## src/common/timer_defines.vh

```
// Behaviour
// - power-reduce bit set keeps timer disabled
// - counter and compare registers 8 bits
// - flags visible; mask gates each request
// - clock select zero stops the counter
// - async select picks oscillator clock source
// - compares run every cycle continuously
// - compare match sets channel flag
// - bottom flagged when counter becomes 0x00
// - max recognised when counter becomes 0xff
// - top is 0xff or compare a
// - each tick clears, increments or decrements
// - cpu reads/writes counter anytime
// - cpu counter write beats count/clear
// - 3-bit mode split over control a/b
// - overflow flag point depends on mode
// - outputs top and bottom indications
// - match results go to waveform outputs
// - normal mode wraps, overflow at zero
// - clear-on-compare mode clears at compare a
// - match flag set one tick after equality
// - counter write blocks next tick's match
`ifndef TIMER_DEFINES_VH
`define TIMER_DEFINES_VH
// ----------------------------------------
// register byte addresses
// ----------------------------------------
`define ADDR_COUNT 12'h000
`define ADDR_CMP_A 12'h004
`define ADDR_CMP_B 12'h008
`define ADDR_CTRL_A 12'h00c
`define ADDR_CTRL_B 12'h010
`define ADDR_FLAGS 12'h014
`define ADDR_MASK 12'h018
`define ADDR_ASYNC 12'h01c
`define ADDR_POWER 12'h020
// ----------------------------------------
// field positions and values
// ----------------------------------------
`define FLAG_OVF 0
`define FLAG_CMPA 1
`define FLAG_CMPB 2
`define CTRLB_MODE2 3
`define ASYNC_SEL 5
`define POWER_TIM 6
`define MODE_NORMAL 3'h0
`define MODE_PC_FF 3'h1
`define MODE_CLEAR_CMP 3'h2
`define MODE_FAST_FF 3'h3
`define MODE_PC_OCA 3'h5
`define MODE_FAST_OCA 3'h7
`define CNT_MAX 8'hff
`define CNT_BOTTOM 8'h00
`define POWER_RESET 8'h00
`endif

```

## src/timer_counter_unit.v

```verilog
// Register access over APB and the register offsets were decided locally.
`include "timer_defines.vh"

module timer_counter_unit (
  input wire pclk,
  input wire presetn,
  input wire psel,
  input wire penable,
  input wire pwrite,
  input wire [11:0] paddr,
  input wire [31:0] pwdata,
  output reg [31:0] prdata,
  output reg pready,
  output reg pslverr,
  input wire osc_pin_in,
  output reg irq_overflow,
  output reg irq_compare_a,
  output reg irq_compare_b,
  output reg compare_match_a,
  output reg compare_match_b,
  output reg top_ind,
  output reg bottom_ind,
  output reg max_ind,
  output reg timer_enabled
);

  // ----------------------------------------
  // registers
  // ----------------------------------------
  reg [7:0] timer_count_value;
  reg [7:0] compare_value_a;
  reg [7:0] compare_value_b;
  reg [7:0] timer_control_a;
  reg [7:0] timer_control_b;
  reg [2:0] timer_flag_register;
  reg [2:0] timer_mask_register;
  reg [7:0] async_status_register;
  reg [7:0] power_reduction_register;
  reg [9:0] prescale;
  reg osc_sync1;
  reg osc_sync2;
  reg osc_prev;
  reg count_down;
  reg block_match;

  wire [2:0] clock_select_field = timer_control_b[2:0];
  wire waveform_mode_bit0 = timer_control_a[0];
  wire waveform_mode_bit1 = timer_control_a[1];
  wire waveform_mode_bit2 = timer_control_b[`CTRLB_MODE2];
  // mode split over two control registers
  wire [2:0] waveform_mode_field = {waveform_mode_bit2, waveform_mode_bit1, waveform_mode_bit0};
  wire async_clock_select = async_status_register[`ASYNC_SEL];
  wire power_off = power_reduction_register[`POWER_TIM];

  // one select per register, shared by every write process below
  wire hit_count = (paddr == `ADDR_COUNT);
  wire hit_cmp_a = (paddr == `ADDR_CMP_A);
  wire hit_cmp_b = (paddr == `ADDR_CMP_B);
  wire hit_ctrl_a = (paddr == `ADDR_CTRL_A);
  wire hit_ctrl_b = (paddr == `ADDR_CTRL_B);
  wire hit_flags = (paddr == `ADDR_FLAGS);
  wire hit_mask = (paddr == `ADDR_MASK);
  wire hit_async = (paddr == `ADDR_ASYNC);
  wire hit_power = (paddr == `ADDR_POWER);

  // writes land only in the access phase, the edge the master samples pready
  wire access = psel & penable;
  wire wr = access & pwrite;
  wire wr_count = wr & hit_count;
  wire wr_flags = wr & hit_flags;

  // ----------------------------------------
  // clock select and timer tick
  // ----------------------------------------
  // oscillator pin crosses two flops before the edge detector
  // detector resets low; a pin that idles high gives one stray edge after reset
  always @(posedge pclk or negedge presetn) begin
    if (!presetn) begin
      osc_sync1 <= 1'b0;
      osc_sync2 <= 1'b0;
      osc_prev <= 1'b0;
    end else begin
      osc_sync1 <= osc_pin_in;
      osc_sync2 <= osc_sync1;
      osc_prev <= osc_sync2;
    end
  end

  // free-running divider; it is not cleared on a select change, so the
  // first slow tick after a change may come early
  always @(posedge pclk or negedge presetn) begin
    if (!presetn)
      prescale <= 10'h000;
    else
      prescale <= prescale + 10'h001;
  end

  wire src_edge = async_clock_select ? (osc_sync2 & ~osc_prev) : 1'b1;
  reg src_tick;
  // prescale taps; the divide table is a simple stand-in
  always @* begin
    src_tick = 1'b0;
    case (clock_select_field)
      3'h0: src_tick = 1'b0; // stopped
      3'h1: src_tick = 1'b1;
      3'h2: src_tick = (prescale[2:0] == 3'h0);
      3'h3: src_tick = (prescale[4:0] == 5'h00);
      3'h4: src_tick = (prescale[5:0] == 6'h00);
      3'h5: src_tick = (prescale[6:0] == 7'h00);
      3'h6: src_tick = (prescale[7:0] == 8'h00);
      default: src_tick = (prescale == 10'h000);
    endcase
  end
  // power-reduce bit gates the whole tick
  wire tick = src_edge & src_tick & ~power_off;

  // ----------------------------------------
  // counter control
  // ----------------------------------------
  wire top_is_cmp = (waveform_mode_field == `MODE_CLEAR_CMP) |
                    (waveform_mode_field == `MODE_PC_OCA) |
                    (waveform_mode_field == `MODE_FAST_OCA);
  wire [7:0] top_value = top_is_cmp ? compare_value_a : `CNT_MAX;
  wire phase_correct = (waveform_mode_field == `MODE_PC_FF) |
                       (waveform_mode_field == `MODE_PC_OCA);
  wire at_top = (timer_count_value == top_value);
  wire at_bottom = (timer_count_value == `CNT_BOTTOM);
  // equality evaluated every pclk, not only at ticks
  wire eq_a = (timer_count_value == compare_value_a);
  wire eq_b = (timer_count_value == compare_value_b);

  reg [7:0] next_count;
  reg next_down;
  reg ovf_event;
  // one action per tick: clear, up or down
  always @* begin
    next_count = timer_count_value;
    next_down = count_down;
    ovf_event = 1'b0;
    if (phase_correct) begin
      if (count_down) begin
        next_count = timer_count_value - 8'h01;
        if (timer_count_value == 8'h01 || at_bottom) begin
          next_down = 1'b0;
          ovf_event = 1'b1; // overflow at bottom in dual slope
        end
      end else begin
        next_count = timer_count_value + 8'h01;
        if (at_top || timer_count_value == (top_value - 8'h01))
          next_down = 1'b1;
        if (at_top)
          next_count = timer_count_value - 8'h01;
      end
    end else if (at_top) begin
      next_count = `CNT_BOTTOM; // clear / wrap
      next_down = 1'b0;
      // clear-on-compare flags only a true 0xff wrap, other single slope modes at top
      if (waveform_mode_field == `MODE_CLEAR_CMP)
        ovf_event = (timer_count_value == `CNT_MAX);
      else
        ovf_event = 1'b1;
    end else begin
      next_count = timer_count_value + 8'h01;
      next_down = 1'b0;
      // a count left above a lowered top still wraps through 0xff
      ovf_event = (timer_count_value == `CNT_MAX);
    end
  end

  // counter write wins over tick; reset zeros state
  // a write leaves the direction alone, so a dual slope count keeps its way
  always @(posedge pclk or negedge presetn) begin
    if (!presetn) begin
      timer_count_value <= 8'h00;
      count_down <= 1'b0;
    end else if (wr_count) begin
      timer_count_value <= pwdata[7:0];
    end else if (tick) begin
      timer_count_value <= next_count;
      count_down <= next_down;
    end
  end

  // counter write blocks a match at the next tick, even when stopped
  // the block outlives a stopped clock and ends only at the next tick
  always @(posedge pclk or negedge presetn) begin
    if (!presetn)
      block_match <= 1'b0;
    else if (wr_count)
      block_match <= 1'b1;
    else if (tick)
      block_match <= 1'b0;
  end

  // ----------------------------------------
  // compare and overflow events
  // ----------------------------------------
  // a matching tick is dropped while the write block stands
  wire match_a = tick & eq_a & ~block_match;
  wire match_b = tick & eq_b & ~block_match;
  wire ovf_set = tick & ~wr_count & ovf_event;

  // ----------------------------------------
  // flags: set beats write-one-to-clear
  // ----------------------------------------
  wire [2:0] flag_set = {match_b, match_a, ovf_set};
  wire [2:0] flag_clr = wr_flags ? pwdata[2:0] : 3'h0;
  always @(posedge pclk or negedge presetn) begin
    if (!presetn)
      timer_flag_register <= 3'h0;
    else
      timer_flag_register <= (timer_flag_register & ~flag_clr) | flag_set;
  end

  // ----------------------------------------
  // apb register writes
  // ----------------------------------------
  // compares are written straight through: no double buffer here
  always @(posedge pclk or negedge presetn) begin
    if (!presetn)
      compare_value_a <= 8'h00;
    else if (wr & hit_cmp_a)
      compare_value_a <= pwdata[7:0];
  end

  always @(posedge pclk or negedge presetn) begin
    if (!presetn)
      compare_value_b <= 8'h00;
    else if (wr & hit_cmp_b)
      compare_value_b <= pwdata[7:0];
  end

  // mode low bits live here, mode bit 2 in control b
  always @(posedge pclk or negedge presetn) begin
    if (!presetn)
      timer_control_a <= 8'h00;
    else if (wr & hit_ctrl_a)
      timer_control_a <= pwdata[7:0];
  end

  // clock select in the low bits; zero stops the count
  always @(posedge pclk or negedge presetn) begin
    if (!presetn)
      timer_control_b <= 8'h00;
    else if (wr & hit_ctrl_b)
      timer_control_b <= pwdata[7:0];
  end

  // one mask bit per flag, same bit order as the flags
  always @(posedge pclk or negedge presetn) begin
    if (!presetn)
      timer_mask_register <= 3'h0;
    else if (wr & hit_mask)
      timer_mask_register <= pwdata[2:0];
  end

  // a source switch is not glitch-filtered; stop the timer before changing it
  always @(posedge pclk or negedge presetn) begin
    if (!presetn)
      async_status_register <= 8'h00;
    else if (wr & hit_async)
      async_status_register <= pwdata[7:0];
  end

  // resets to zero, so the timer is enabled out of reset; clock select zero still holds the count
  always @(posedge pclk or negedge presetn) begin
    if (!presetn)
      power_reduction_register <= `POWER_RESET;
    else if (wr & hit_power)
      power_reduction_register <= pwdata[7:0];
  end

  // ----------------------------------------
  // apb read and response
  // ----------------------------------------
  reg [31:0] next_rdata;
  reg next_err;
  always @* begin
    next_rdata = 32'h00000000;
    next_err = 1'b0;
    if (paddr == `ADDR_COUNT)
      next_rdata = {24'h000000, timer_count_value};
    else if (paddr == `ADDR_CMP_A)
      next_rdata = {24'h000000, compare_value_a};
    else if (paddr == `ADDR_CMP_B)
      next_rdata = {24'h000000, compare_value_b};
    else if (paddr == `ADDR_CTRL_A)
      next_rdata = {24'h000000, timer_control_a};
    else if (paddr == `ADDR_CTRL_B)
      next_rdata = {24'h000000, timer_control_b};
    else if (paddr == `ADDR_FLAGS)
      next_rdata = {29'h00000000, timer_flag_register};
    else if (paddr == `ADDR_MASK)
      next_rdata = {29'h00000000, timer_mask_register};
    else if (paddr == `ADDR_ASYNC)
      next_rdata = {24'h000000, async_status_register};
    else if (paddr == `ADDR_POWER)
      next_rdata = {24'h000000, power_reduction_register};
    else
      next_err = 1'b1;
  end

  // no wait state although pready comes straight from a flop: the answer is
  // prepared in the setup cycle and stands for the single access cycle
  always @(posedge pclk or negedge presetn) begin
    if (!presetn) begin
      pready <= 1'b0;
      pslverr <= 1'b0;
    end else if (psel & ~penable) begin
      pready <= 1'b1;
      pslverr <= next_err;
    end else begin
      pready <= 1'b0;
      pslverr <= 1'b0;
    end
  end

  // read data is captured at setup and holds until the next setup;
  // a count read shows the value before any tick in the access cycle
  always @(posedge pclk or negedge presetn) begin
    if (!presetn)
      prdata <= 32'h00000000;
    else if (psel & ~penable)
      prdata <= next_rdata;
  end

  // ----------------------------------------
  // interrupt requests
  // ----------------------------------------
  // level requests from flag and mask; they fall when software clears the flag or its mask bit
  always @(posedge pclk or negedge presetn) begin
    if (!presetn) begin
      irq_overflow <= 1'b0;
      irq_compare_a <= 1'b0;
      irq_compare_b <= 1'b0;
    end else begin
      irq_overflow <= timer_flag_register[`FLAG_OVF] & timer_mask_register[`FLAG_OVF];
      irq_compare_a <= timer_flag_register[`FLAG_CMPA] & timer_mask_register[`FLAG_CMPA];
      irq_compare_b <= timer_flag_register[`FLAG_CMPB] & timer_mask_register[`FLAG_CMPB];
    end
  end

  // ----------------------------------------
  // waveform generator feeds
  // ----------------------------------------
  // one pclk pulse per matching tick, a cycle after the compare
  always @(posedge pclk or negedge presetn) begin
    if (!presetn) begin
      compare_match_a <= 1'b0;
      compare_match_b <= 1'b0;
    end else begin
      compare_match_a <= match_a; // to waveform generator
      compare_match_b <= match_b;
    end
  end

  // count levels trail the counter by one pclk
  always @(posedge pclk or negedge presetn) begin
    if (!presetn) begin
      top_ind <= 1'b0;
      bottom_ind <= 1'b0;
      max_ind <= 1'b0;
    end else begin
      top_ind <= at_top;
      bottom_ind <= at_bottom;
      max_ind <= (timer_count_value == `CNT_MAX);
    end
  end

  // ----------------------------------------
  // module enable
  // ----------------------------------------
  // shows the power-reduce gate to the rest of the chip
  always @(posedge pclk or negedge presetn) begin
    if (!presetn)
      timer_enabled <= 1'b0;
    else
      timer_enabled <= ~power_off;
  end

endmodule

```

## config.mk

```make
export PLATFORM = sky130hd
export DESIGN_NAME = timer_counter_unit
export DESIGN_NICKNAME = d
export VERILOG_FILES = /design/src/timer_counter_unit.v
export VERILOG_INCLUDE_DIRS = /design/src /design/src/common
export SDC_FILE = /design/constraint.sdc
export NUM_CORES = 1
export LEC_CHECK = 0
export CORE_UTILIZATION = 50
export DETAILED_ROUTE_END_ITERATION = 8
export DONT_BUFFER_PORTS = 1
export GPL_ROUTABILITY_DRIVEN = 0
export MAX_ROUTING_LAYER = met4
export PLACE_DENSITY = 0.67
export SYNTH_ARGS = -nofsm -noshare
export SYNTH_HDL_FRONTEND = slang
export SYNTH_SLANG_ARGS = --single-unit
```

## constraint.sdc

```tcl
create_clock -name pclk -period 6.54 [get_ports pclk]
set_input_delay 0.327 -clock pclk [delete_from_list [all_inputs] [get_ports pclk]]
set_output_delay 0.327 -clock pclk [all_outputs]
set_load 0.01 [all_outputs]
```

==> results.json <==
{
  "grt_pass1_wl_um": 23200,
  "htree_num_levels": 3,
  "numPortBuffers": 0,
  "numCtsBuffers": 9,
  "async_reset_ff_frac": 1.00,
  "synth_top_flop_cell": "dfrtp_1",
  "post-route-period-util": 0.504,
  "ys_seq_area_frac": 0.414,
  "path_clk_slew_ns": 0.07,
  "min_to": "power_reduction_register[6]",
  "setup_viol": 0,
  "clk_latency_ns": 0.35,
  "drv_cap": 0,
  "worstMarginPinSlew_ns": 1.02,
  "start_kind": "flop",
  "clk_path_buf_depth": 2,
  "grt_pass1_vias": 4220,
  "numClockSinks": 96,
  "slew_headroom": 0.319,
  "grt_max_degree": 97,
  "yosysWarnings": 0,
  "multiInputGateArea_sq_mm": 0.00303,
  "cts-root-buf": "clkbuf_16",
  "placed_area_sq_mm": 0.00570,
  "met3_usage": 0.0593,
  "n_fill_cell": 985,
  "syn2layout_area_growth_pct": 4.22,
  "drc": 0,
  "hp-start": "pwdata[6]",
  "postRouteAntennaNets": 0,
  "hold_path_depth": 2,
  "stdcell_area_sq_mm": 0.00605,
  "finalCoreUtilization": 0.546,
  "routed-via-count": 4485,
  "drive_gt1_frac": 0.158,
  "crit_family": "simple AND/OR/NAND/NOR gates",
  "synth_edf_count": 0,
  "antenna_found_initial": 0,
  "path_cells": "or3b_1, and2_0, or4b_2, xnor2_1, a2111oi_0, nand3_1, a21oi_1",
  "seqCellArea_sq_mm": 0.00240,
  "syn_area_per_cell_sq_um": 9.91,
  "rsz0062_at_grt": "false",
  "r2r_slack_ns": 3.24,
  "end_kind": "flop",
  "hold_viol_final": 0,
  "met2_usage": 0.393,
  "syn_inst": 586,
  "dp_hpwl_um": 10100,
  "syn_area_sq_mm": 0.00581,
  "avgRoutedWirePerCell_um": 20.6,
  "status": "completed",
  "initial_utilization": 0.524,
  "track_usage": 0.267,
  "cp_data_required_time_ns": 6.82,
  "fin_nets": 620,
  "ys_top_cells_by_area": "dfrtp_1 41%, mux2_2 8.9%, buf_4 3.1%",
  "arrival_ns": 3.57,
  "holdCritPathClass": "in -> reg",
  "reg2reg_to": "count_down",
  "wl_um": 14600,
  "critical_path_class": "reg -> reg",
  "p_leak_uw": 0.00268,
  "skew_ns": 0.00837,
  "dr.pass1.iters": 5,
  "slowest_stage": "or4b_2",
  "max-vdd-ir-drop_uv": 209,
  "critical_path.max_stage_delay_ns": 0.68,
  "final_max_slew_viol_count": 0,
  "fmax_ghz": 0.303,
  "die-area_sq_mm": 0.0120,
  "cts_tree": "done",
  "core_sq_mm": 0.0111,
  "synth-seq-cells": 96,
  "dieWidth_um": 110,
  "die_h_um": 110,
  "rr_worst_depth": 7,
  "diodes": 0,
  "drt-initial-drc-count": 460,
  "gr-total-overflow": 0,
  "row_count": 38,
  "gr-max-usage-layer": "met2",
  "ctsResizeCount": 0,
  "cp_max_fo": 12,
  "grtUsageMet1": 0.360,
  "synth.distinct_cells": 67,
  "r2r-start": "timer_control_b[3]",
  "whs_ns": 0.0957,
  "vias_per_cell": 6.33,
  "power.density_mw_per_mm2": 227,
  "io_pins": 93,
  "cp.buffers_inverters": 0,
  "fin_crit_ns": 3.30,
  "fin_tns_setup_ns": 0,
  "netlist.area_leader.share": 0.414,
  "yosys.area.top_type": "dfrtp_1"
}
[worst max path at each step]
stage	from	to	slack (ns)	cells after the start
CTS	timer_control_a[1]	count_down	3.28	11
detailed placement	timer_control_a[1]	count_down	3.31	11
finish	timer_control_b[3]	count_down	3.24	7
floorplan	timer_control_b[3]	count_down	3.97	9
global route	timer_control_a[1]	count_down	2.99	11
global placement	timer_control_b[3]	count_down	3.37	7
[layout make-up]
type / count / area share
Timing Repair Buffer: 4 / 0.00910
Clock inverter: 5 / 0.0101
Sequential cell: 96 / 0.397
Tap cell: 140 / 0.0289
Clock buffer: 11 / 0.0401
Multi-Input combinational cell: 430 / 0.501
Inverter: 22 / 0.0136
[through the flow]
step           instances  worst slack [ns]  power, uW
3_5_place_dp         689              3.31        822
2_1_floorplan        609              3.97        802
6_report             708              3.24       1370
3_3_place_gp         689              3.37        818
4_1_cts              708              3.28       1380
5_1_grt              708              2.99       1430
[per-layer routing]
layer	vias to the layer above	part of all wire
met5	-	0
met4	0	0.019
met3	33	0.084
met2	231	0.45
met1	2177	0.44
li1	2044	-
[cell usage in the layout (no fill, tap or decap), drive strengths merged, types with 4 or more instances in the layout]
master,n
a22oi,10
nor4,7
inv,24
dfrtp,96
nor3,15
a221oi,12
nor2b,6
o211ai,10
xor2,7
nor2,33
and2,11
o22ai,4
nand4,8
a211o,8
clkbuf,11
ha,7
nand3,23
mux2,46
or4b,9
o21ai,30
xnor2,20
a21oi,24
conb,24
and3,10
nand2,42
nand2b,15
[synth_stat cells, drive strengths merged (3+ instances only)]
cell      n
a211o     8
a21o      3
a21oi    24
a221oi   12
a22oi    10
a31oi     3
and2     11
and3     10
and4      3
buf      40
clkbuf   21
dfrtp    96
ha        7
inv      22
mux2     46
mux2i     3
nand2    42
nand2b   15
nand3    23
nand4     8
nor2     33
nor2b     6
nor3     15
nor4      7
o2111ai   3
o211ai   10
o21ai    30
o22ai     4
o32ai     3
or2       3
or4b      9
xnor2    20
xor2      7
[worst register-to-register path, stage by stage (launching register included)]
cell and delay [ns]:
dfrtp_1 0.51, or3b_1 0.62, and2_0 0.40, or4b_2 0.68, xnor2_1 0.15, a2111oi_0 0.48, nand3_1 0.20, a21oi_1 0.18
[cells by family (layout without fill, tap and decap cells)]
family / after synthesis / after routing / share of synthesized area
buffers and inverters: 83 / 42 / 0.0789
AO/OA/AOI/OAI: 128 / 128 / 0.168
adder cells (fa/ha/maj): 7 / 7 / 0.0151
other: 1 / 24 / 0.000646
multiplexers: 51 / 51 / 0.102
AND/OR/NAND/NOR: 193 / 193 / 0.181
XOR/XNOR: 27 / 27 / 0.0407
flip-flops: 96 / 96 / 0.414
[power by group]
part           internal (uW)  leakage, uW  switching [uW]
registers                606      0.00125            53.2
clock network            310     0.000151             232
logic                   74.1      0.00128            96.7
total                    990      0.00268             382
[state kept, by name (all words and copies together), names as in the netlist, 3 cells and up]
signal,cells
async_status_register,8
compare_value_a,8
compare_value_b,8
power_reduction_register,8
prdata,8
prescale,10
timer_control_a,8
timer_control_b,8
timer_count_value,8
timer_flag_register,3
timer_mask_register,3
[what timing repair did]
item | in CTS | in global routing
hold buffers | 3 | 0
endpoints found under the hold margin | 97 | 0
setup buffers | 0 | 0
Note: power is estimated with default switching activity, not from simulation.
